## src/rtl/lcd_pkg.sv

```systemverilog
// Shared constants, state codes and field positions for the LCD frame sync block.
// Assumes an 8-bit register port with byte-wide registers at 6-bit addresses.
package lcd_pkg;

  // ==========================================================================
  // Register offsets.
  localparam logic [5:0] A_CTL = 6'h00;
  localparam logic [5:0] A_PS = 6'h01;
  localparam logic [5:0] A_REG = 6'h02;
  localparam logic [5:0] A_IRQF = 6'h03;
  localparam logic [5:0] A_IRQE = 6'h04;
  localparam logic [5:0] A_IRQP = 6'h05;
  localparam logic [5:0] A_SEGE = 6'h08;
  localparam logic [5:0] A_SEGE_END = 6'h0E;
  localparam logic [5:0] A_PIX = 6'h10;
  localparam logic [5:0] A_PIX_END = 6'h28;

  // ==========================================================================
  // Field positions, masks and values after reset.
  localparam int CTL_EN = 7;
  localparam int CTL_SLP = 6;
  localparam int CTL_WRITE_ERROR_FLAG = 5;
  localparam logic [7:0] CTL_MASK = 8'hEF;
  localparam logic [7:0] PS_MASK = 8'hCF;
  localparam logic [7:0] REG_MASK = 8'h7F;
  localparam int PS_WFT = 7;
  localparam int REG_CHARGE_PUMP_ENABLE = 6;
  localparam int IRQ_BIT = 6;
  localparam logic [7:0] IRQ_MASK = 8'h40;
  localparam logic [7:0] BYTE_RST = 8'h00;
  localparam logic [1:0] CS_SYS = 2'h0;

  // ==========================================================================
  // Timing source divider: core clock down to the nominal display source rate.
  localparam int CLK_HZ = 25_000_000;
  localparam int SRC_HZ = 31_250;
  localparam logic [9:0] SRC_DIV_LAST = 10'(CLK_HZ / SRC_HZ - 1);

  // ==========================================================================
  // Module states, one-hot.
  typedef enum logic [2:0] {
    ST_OFF = 3'h1,
    ST_RUN = 3'h2,
    ST_HALT = 3'h4
  } lcd_st_e;

  // Last sub-phase index of one common slot for each common count.
  function automatic logic [1:0] sub_last(input logic [1:0] cc);
    case (cc)
      2'h0: return 2'h3;
      2'h1: return 2'h1;
      default: return 2'h0;
    endcase
  endfunction : sub_last

endpackage : lcd_pkg

```

## src/rtl/lcd_timing_if.sv

```systemverilog
// Carrier between the control block and its frame timer.
// Assumes both ends sit on the same clock.
`timescale 1ns/100ps
`default_nettype none
interface lcd_timing_if;
  logic run;
  logic [3:0] lp;
  logic [1:0] cc;
  logic slot_start;
  logic [1:0] com_idx;
  logic sub_hi;
  logic frame_odd;
  modport gen (input run, lp, cc, output slot_start, com_idx, sub_hi, frame_odd);
  modport ctl (output run, lp, cc, input slot_start, com_idx, sub_hi, frame_odd);
endinterface : lcd_timing_if
`default_nettype wire

```

## src/rtl/lcd_frame_sync.sv

```systemverilog
// Segment LCD control: registers, frame interrupt, write window and Sleep.
// Assumes a single-cycle register port on CLOCK and a SLEEP level from the
// core on the same clock.
//
// Overview of operation
// - A frame begins at the leading edge of the first common line.
// - Frame flag sets right after the last pixel row of a frame is fetched.
// - Type-B raises the frame flag only at ends of complete phase intervals.
// - A pixel write while writing is disabled sets the write-error flag.
// - No frame flag for Type-A, nor for Type-B with static drive.
// - Sleep-enable set stops the module in Sleep; clear keeps it running unless the system clock is the source.
// - Halting on Sleep drives minimum level on all segment and common lines.
// - Sleep-enable clear with a non-system source keeps refreshing the panel.
// - Pixel data cannot change while the processor sleeps.
// - System clock as source stops the module on Sleep regardless of enable.
// - Regulator bias modes 1, 2, 3 give no software contrast control.
// - Type-A alternates phase within a slot for static and 1/2 multiplex, Type-B at frame boundaries.
// - Common count field selects static, 1/2, 1/3 or 1/4 multiplex.
`timescale 1ns/100ps
`default_nettype none
module lcd_frame_sync (
  // Clock and reset.
  input wire logic CLOCK,
  input wire logic RST_N,
  // Register port.
  input wire logic [5:0] ADDR,
  input wire logic [7:0] WDATA,
  input wire logic WR,
  input wire logic RD,
  output logic [7:0] RDATA,
  // Processor power state.
  input wire logic SLEEP,
  // Panel drive.
  output logic [47:0] SEG_OUT,
  output logic [3:0] COM_OUT,
  output logic WAVE_POL,
  output logic DRIVE_MIN,
  // Interrupt request and bias status.
  output logic FRAME_IRQ,
  output logic FRAME_IRQ_HIPRI,
  output logic SOFT_CONTRAST
);

  typedef struct packed {
    lcd_pkg::lcd_st_e st;
    logic [7:0] ctl;
    logic [7:0] ps;
    logic [7:0] bias;
    logic [7:0] irqf;
    logic [7:0] irqe;
    logic [7:0] irqp;
    logic [5:0][7:0] sege;
    logic [23:0][7:0] pix;
    logic [5:0][7:0] row;
    logic win;
    logic [7:0] rdata;
    logic [47:0] seg;
    logic [3:0] com;
    logic pol;
    logic dmin;
    logic irq;
    logic pri;
    logic ctr;
  } top_s;

  top_s s;
  top_s n;
  logic run;
  logic typeb_mux;
  logic pix_wr;
  logic [4:0] pix_idx;
  logic wr_ok;
  logic irq_set;
  logic pol;

  lcd_timing_if tim ();

  // Pixel register address decode, shared by the write path and the read path.
  function automatic logic pix_hit(input logic [5:0] a);
    return (a >= lcd_pkg::A_PIX) && (a < lcd_pkg::A_PIX_END);
  endfunction : pix_hit

  // ==========================================================================
  // Frame timer.
  lcd_frame_timer u_timer (
    .clock(CLOCK),
    .rst_n(RST_N),
    .t(tim.gen)
  );

  // Timer controls come straight from the registers.
  assign tim.run = (s.st == lcd_pkg::ST_RUN);
  assign tim.lp = s.ps[3:0];
  assign tim.cc = s.ctl[1:0];

  // ==========================================================================
  // Next-state logic.
  always_comb begin
    n = s;
    run = (s.st == lcd_pkg::ST_RUN);
    // Pairing only matters for multiplexed Type-B drive.
    typeb_mux = s.ps[lcd_pkg::PS_WFT] && (s.ctl[1:0] != 2'h0);
    pix_wr = WR && pix_hit(ADDR);
    pix_idx = 5'(ADDR - lcd_pkg::A_PIX);
    // Pixel writes are shut during Sleep and outside the Type-B window.
    wr_ok = !SLEEP && !(run && typeb_mux && !s.win);
    // The flag follows the fetch of the last row of the odd frame of a pair.
    irq_set = run && tim.slot_start && typeb_mux && tim.frame_odd
      && (tim.com_idx == s.ctl[1:0]);
    pol = s.ps[lcd_pkg::PS_WFT] ? tim.frame_odd : tim.sub_hi;

    // Module state. A system-clock source cannot run through Sleep.
    case (s.st)
      lcd_pkg::ST_OFF: begin
        if (s.ctl[lcd_pkg::CTL_EN]) begin
          n.st = lcd_pkg::ST_RUN;
        end
      end
      lcd_pkg::ST_RUN: begin
        if (!s.ctl[lcd_pkg::CTL_EN]) begin
          n.st = lcd_pkg::ST_OFF;
        end else if (SLEEP && (s.ctl[lcd_pkg::CTL_SLP]
            || s.ctl[3:2] == lcd_pkg::CS_SYS)) begin
          n.st = lcd_pkg::ST_HALT;
        end
      end
      lcd_pkg::ST_HALT: begin
        if (!s.ctl[lcd_pkg::CTL_EN]) begin
          n.st = lcd_pkg::ST_OFF;
        end else if (!SLEEP) begin
          n.st = lcd_pkg::ST_RUN;
        end
      end
      default: begin
        n.st = lcd_pkg::ST_OFF;
      end
    endcase

    // Row fetch at the start of each common slot.
    if (run && tim.slot_start) begin
      for (int i = 0; i < 6; i++) begin
        n.row[i] = s.pix[5'(tim.com_idx) * 5'h06 + 5'(i)];
      end
    end

    // Write window: opens with the flag, closes when the next frame's fetch
    // begins, so pixel data stays fixed across a Type-B pair.
    if (run && tim.slot_start && tim.com_idx == 2'h0) begin
      n.win = 1'b0;
    end
    if (irq_set) begin
      n.win = 1'b1;
    end
    if (!run) begin
      n.win = 1'b0;
    end

    // Register writes. Flags clear only by writing a zero to them.
    if (WR) begin
      if (ADDR == lcd_pkg::A_CTL) begin
        n.ctl = WDATA & lcd_pkg::CTL_MASK;
        n.ctl[lcd_pkg::CTL_WRITE_ERROR_FLAG] = s.ctl[lcd_pkg::CTL_WRITE_ERROR_FLAG] & WDATA[lcd_pkg::CTL_WRITE_ERROR_FLAG];
      end else if (ADDR == lcd_pkg::A_PS) begin
        n.ps = WDATA & lcd_pkg::PS_MASK;
      end else if (ADDR == lcd_pkg::A_REG) begin
        n.bias = WDATA & lcd_pkg::REG_MASK;
      end else if (ADDR == lcd_pkg::A_IRQF) begin
        n.irqf = s.irqf & WDATA & lcd_pkg::IRQ_MASK;
      end else if (ADDR == lcd_pkg::A_IRQE) begin
        n.irqe = WDATA & lcd_pkg::IRQ_MASK;
      end else if (ADDR == lcd_pkg::A_IRQP) begin
        n.irqp = WDATA & lcd_pkg::IRQ_MASK;
      end else if (ADDR >= lcd_pkg::A_SEGE && ADDR < lcd_pkg::A_SEGE_END) begin
        n.sege[3'(ADDR - lcd_pkg::A_SEGE)] = WDATA;
      end else if (pix_wr && wr_ok) begin
        n.pix[pix_idx] = WDATA;
      end
    end

    // Hardware sets come last so an event beats a clear in the same cycle.
    if (pix_wr && !wr_ok) begin
      n.ctl[lcd_pkg::CTL_WRITE_ERROR_FLAG] = 1'b1;
    end
    if (irq_set) begin
      n.irqf[lcd_pkg::IRQ_BIT] = 1'b1;
    end

    // Read data, valid the cycle after the strobe; unmapped reads give zero.
    n.rdata = lcd_pkg::BYTE_RST;
    if (RD) begin
      if (ADDR == lcd_pkg::A_CTL) begin
        n.rdata = s.ctl;
      end else if (ADDR == lcd_pkg::A_PS) begin
        n.rdata = {s.ps[7:6], run, wr_ok, s.ps[3:0]};
      end else if (ADDR == lcd_pkg::A_REG) begin
        n.rdata = s.bias;
      end else if (ADDR == lcd_pkg::A_IRQF) begin
        n.rdata = s.irqf;
      end else if (ADDR == lcd_pkg::A_IRQE) begin
        n.rdata = s.irqe;
      end else if (ADDR == lcd_pkg::A_IRQP) begin
        n.rdata = s.irqp;
      end else if (ADDR >= lcd_pkg::A_SEGE && ADDR < lcd_pkg::A_SEGE_END) begin
        n.rdata = s.sege[3'(ADDR - lcd_pkg::A_SEGE)];
      end else if (pix_hit(ADDR)) begin
        n.rdata = s.pix[pix_idx];
      end
    end

    // Panel drive. Anything but running drives the minimum level on every
    // line; the analog stage maps zero codes to that level.
    n.seg = run ? ((n.row ^ {48{pol}}) & s.sege) : 48'h0000_0000_0000;
    n.com = run ? (4'h1 << tim.com_idx) : 4'h0;
    n.pol = run & pol;
    n.dmin = !run;
    n.irq = s.irqf[lcd_pkg::IRQ_BIT] & s.irqe[lcd_pkg::IRQ_BIT];
    n.pri = s.irqp[lcd_pkg::IRQ_BIT];
    // Only the resistor ladder mode leaves contrast to the software field.
    n.ctr = (s.bias[1:0] == 2'h0) && !s.bias[lcd_pkg::REG_CHARGE_PUMP_ENABLE];
  end

  // ==========================================================================
  // State register.
  always_ff @(posedge CLOCK or negedge RST_N) begin
    if (!RST_N) begin
      s <= '0;
      s.st <= lcd_pkg::ST_OFF;
      s.dmin <= 1'b1;
    end else begin
      s <= n;
    end
  end

  // Outputs straight from the state register.
  assign RDATA = s.rdata;
  assign SEG_OUT = s.seg;
  assign COM_OUT = s.com;
  assign WAVE_POL = s.pol;
  assign DRIVE_MIN = s.dmin;
  assign FRAME_IRQ = s.irq;
  assign FRAME_IRQ_HIPRI = s.pri;
  assign SOFT_CONTRAST = s.ctr;
endmodule : lcd_frame_sync
`default_nettype wire

```

## src/rtl/lcd_frame_timer.sv

```systemverilog
// Frame timer: source divider, frame prescaler, sub-phase and common counters.
// Assumes run, lp and cc come from registers on the same clock.
`timescale 1ns/100ps
`default_nettype none
module lcd_frame_timer (
  // Clock and reset.
  input wire logic clock,
  input wire logic rst_n,
  // Timing carrier.
  lcd_timing_if.gen t
);

  typedef struct packed {
    logic live;
    logic [9:0] pre;
    logic [3:0] lpc;
    logic [1:0] sub;
    logic [1:0] com;
    logic odd;
    logic slot;
  } tim_s;

  tim_s s;
  tim_s n;

  // ==========================================================================
  // Counter chain. A stopped timer restarts at the first common, so a wake
  // from a Sleep that halted the module always begins a clean frame.
  always_comb begin
    n = s;
    n.slot = 1'b0;
    if (!t.run) begin
      n = '0;
    end else if (!s.live) begin
      n.live = 1'b1;
      n.slot = 1'b1;
    end else if (s.pre != lcd_pkg::SRC_DIV_LAST) begin
      n.pre = s.pre + 10'h001;
    end else begin
      n.pre = 10'h000;
      if (s.lpc != t.lp) begin
        n.lpc = s.lpc + 4'h1;
      end else begin
        n.lpc = 4'h0;
        if (s.sub != lcd_pkg::sub_last(t.cc)) begin
          n.sub = s.sub + 2'h1;
        end else begin
          n.sub = 2'h0;
          n.slot = 1'b1;
          if (s.com >= t.cc) begin
            n.com = 2'h0;
            n.odd = ~s.odd;
          end else begin
            n.com = s.com + 2'h1;
          end
        end
      end
    end
  end

  // State register.
  always_ff @(posedge clock or negedge rst_n) begin
    if (!rst_n) begin
      s <= '0;
    end else begin
      s <= n;
    end
  end

  // Outputs come from the counters; the half-slot bit drives Type-A phase.
  assign t.slot_start = s.slot;
  assign t.com_idx = s.com;
  assign t.sub_hi = (t.cc == 2'h0) ? s.sub[1] : s.sub[0];
  assign t.frame_odd = s.odd;

endmodule : lcd_frame_timer
`default_nettype wire

```

## config.mk

```make
export PLATFORM = sky130hd
export DESIGN_NAME = lcd_frame_sync
export DESIGN_NICKNAME = d
export VERILOG_FILES = /design/src/rtl/lcd_pkg.sv /design/src/rtl/lcd_timing_if.sv /design/src/rtl/lcd_frame_sync.sv /design/src/rtl/lcd_frame_timer.sv
export SDC_FILE = /design/constraint.sdc
export NUM_CORES = 1
export LEC_CHECK = 0
export CAP_MARGIN = 20
export CORE_ASPECT_RATIO = 1.75
export CORE_MARGIN = 3
export CORE_UTILIZATION = 55
export CTS_CLUSTER_DIAMETER = 200
export DETAILED_ROUTE_END_ITERATION = 8
export DONT_BUFFER_PORTS = 1
export PLACE_DENSITY = 0.74
export SYNTH_ARGS = -nofsm -noshare
export SYNTH_HDL_FRONTEND = slang
export SYNTH_SLANG_ARGS = --single-unit
```

## constraint.sdc

```tcl
create_clock -name CLOCK -period 3.7 [get_ports CLOCK]
set_input_delay 0.185 -clock CLOCK [delete_from_list [all_inputs] [get_ports CLOCK]]
set_output_delay 0.185 -clock CLOCK [all_outputs]
set_load 0.02 [all_outputs]
```

==> metrics.txt <==
most frequent cells in the layout dfrtp_1 (398), mux2_2 (292), mux4_2 (170), nor2_1 (77), nand2_1 (71); maxcap violations 0; Die H about 270 microns; nets 1626; Worst Path Arrival about 3.5 ns; sequential fraction of design power 0.503; Post-DRT Antenna Nets 0; Critical Path Fanout Max 9; largest net degree at the start of global routing approximately 400; unrepaired setup endpoints after global routing false; vias 14900; Final Setup Violations 0; reg-to-reg slack, setup between 0.6 and 0.7 ns; # fillers between 3000 and 4000; Final Hold Fails 401; DR DRC count 0; Worst setup EP type flip-flop; Iteration-0 DRC Markers ~1700; Port Buffers 0; clock sinks 401; std cell rows 97; fin cells 2164; worst path cell trace or3b_2, inv_2, a31oi_4, nand3_4, nor2_4, mux2_2, dlygate4sd3_1; top cells by area, synth dfrtp_1 (45%), mux4_2 (17%), mux2_2 (15%); ys async rst share 1.00; Hold Slack -0.671 ns; kind of critical path flip-flop to flip-flop; Pre-antenna DRT Iters 5; Starting Density 0.558; syn avg cell area approximately 13 sq um; clock skew after layout 0.0275 ns; Power, Total roughly 9.8 mW; die width approximately 160 microns; synthesized flop and latch total about 400; failing checks negative hold slack; clock power share 0.413; H-tree Lvls 2; Crit path required time between 4 and 5 ns; Int Power 7.46 mW; status complete, but fails checks; design area roughly 24000 sq um; Tightest Pin Transition roughly 1.0 ns; cells on worst reg2reg path 7; Post-CTS Setup Bufs 0; Slew HR 0.297; Post-synth EDFFs 0; CP max stage cell dfstp_2; clk_lat worst skew ~0.56 ns; commonest non-fill, non-tap cell in the layout dfrtp_1; leakage roughly 11 nW; Pwr Density between 400 and 500 nW/um^2; crit-path max cell delay 0.63 ns; Ys Warns 0; final wirelength around 64000 microns; area grow syn2layout 6.81%; power share of the combinational group 0.084; CTS Buf Count 37; R2R Path Start s[402]; switching power roughly 2.4 mW; wire per inst between 20 and 30 microns; Final min period around 3.0 ns; Sw Share 0.240; first-pass GRT wire length 95900 microns; initial antenna violation count 2; Detail Placement HPWL approximately 44000 microns; ys flop type dfrtp_1; fmax 0.329 GHz; DP Area 22300 sq um; grt ovf 0; Core ar. about 40000 sq um; Post-Syn Nets 1723; Final GP Congestion ~0.99; cts repair resizes 0; Slew Viols, Final 0; cell area after synthesis 22400 sq um; gr usage total 0.297; fraction of layout cells with a size suffix above 1 0.388; area leader, netlist dfrtp_1; TritonCTS clock tree built; VDD IR-drop max ~0.00028 V; share of the synthesized area in the top cell type 0.446; Hold WC Path Type input port to asynchronous set/reset pin; die area between 40000 and 50000 sq um; final critical-path share of the clock period 0.822; setup TNS after final layout 0 ns; IO Pins 84; DP Cell Count 2079; root buf cell clkbuf_16; Critical Path Start Type flip-flop; post-synthesis cell count around 1700; vias per cell just under 7; Worst-path clk slew about 0.07 ns; sequential area share after synthesis 0.448; Hold-fix buffers, CTS 20; Synth cell types 75; vias in the first global route 14900; clock tree buffer depth 3
layer usage:
metal,up-vias,track usage,routed length (microns)
li1,6085,-,-
met1,7763,0.360,22100
met2,813,0.491,31800
met3,247,0.0512,4910
met4,2,0.177,4840
met5,-,0,13
cells by family (layout without fill, tap and decap cells):
kind of cell	count (synthesis)	in the layout	share of synthesized area
multiplexers	509	509	0.339
flip-flops	401	401	0.448
AND/OR/NAND/NOR	334	334	0.0806
buffers and inverters	232	156	0.0543
AO/OA/AOI/OAI	165	165	0.0557
XOR/XNOR	45	45	0.0176
adder cells (fa/ha/maj)	9	9	0.00503
other	0	1	0
cell usage after synthesis, drive strengths merged, types with 10 or more instances:
cell / count
dfrtp: 399
mux2: 296
mux4: 170
buf: 121
nor2: 102
clkbuf: 74
nand2: 74
and3: 50
mux2i: 43
o21ai: 38
inv: 37
xnor2: 36
nand3: 26
a22oi: 23
a21oi: 20
o221ai: 19
a221oi: 18
nor3: 16
nand4: 11
nor2b: 10
metrics by stage:
step	hold slack (ns)	setup slack, ns	utilization
floorplan	-0.111	0.787	-
global route	-0.669	0.587	0.596
CTS	-0.672	0.698	0.593
detailed placement	-0.0970	0.706	0.556
global placement	-0.0990	0.839	0.556
finish	-0.671	0.658	0.596
worst max path at each step:
stage,startpoint,to,slack (ns),cells past startpoint
after CTS,s[402],flip-flop,0.70,7
after global routing,u_timer.t.com_idx[0],SEG_OUT[15],0.59,7
final,s[402],flip-flop,0.66,7
after floorplan,u_timer.t.com_idx[0],SEG_OUT[10],0.79,12
after detailed placement,u_timer.t.com_idx[0],SEG_OUT[2],0.71,7
after global placement,u_timer.t.com_idx[0],SEG_OUT[24],0.84,6
power by group through the flow:
stage / clock network (mW) / logic (mW) / registers (mW)
final: 4.05 / 0.825 / 4.94
after global routing: 4.24 / 0.876 / 4.96
after CTS: 4.08 / 0.803 / 4.92
after detailed placement: 0 / 0.722 / 5.00
after global placement: 0 / 0.702 / 4.98
after floorplan: 0 / 0.698 / 4.86
layout make-up:
| class | instances | area (sq um) | share of cell area |
|---|---|---|---|
| sequential | 401 | 10000 | 0.420 |
| clock buffer | 49 | 1080 | 0.0453 |
| tap | 544 | 681 | 0.0284 |
| timing repair buffer | 59 | 623 | 0.0260 |
| antenna | 1 | 2.50 | 0.000105 |
| multi-input combinational | 1062 | 11200 | 0.468 |
| clock inverter | 11 | 173 | 0.00721 |
| inverter | 37 | 139 | 0.00580 |
critical path, delay by kind of cell (launching register included):
kind | cells | cell delay [ns]
muxes | 1 | 0.38
AOI/OAI and AO/OA | 1 | 0.36
DFF | 1 | 0.63
and+or+nand+nor | 3 | 0.92
buffers and inverters | 2 | 0.60
Note: power is estimated with default switching activity, not from simulation.
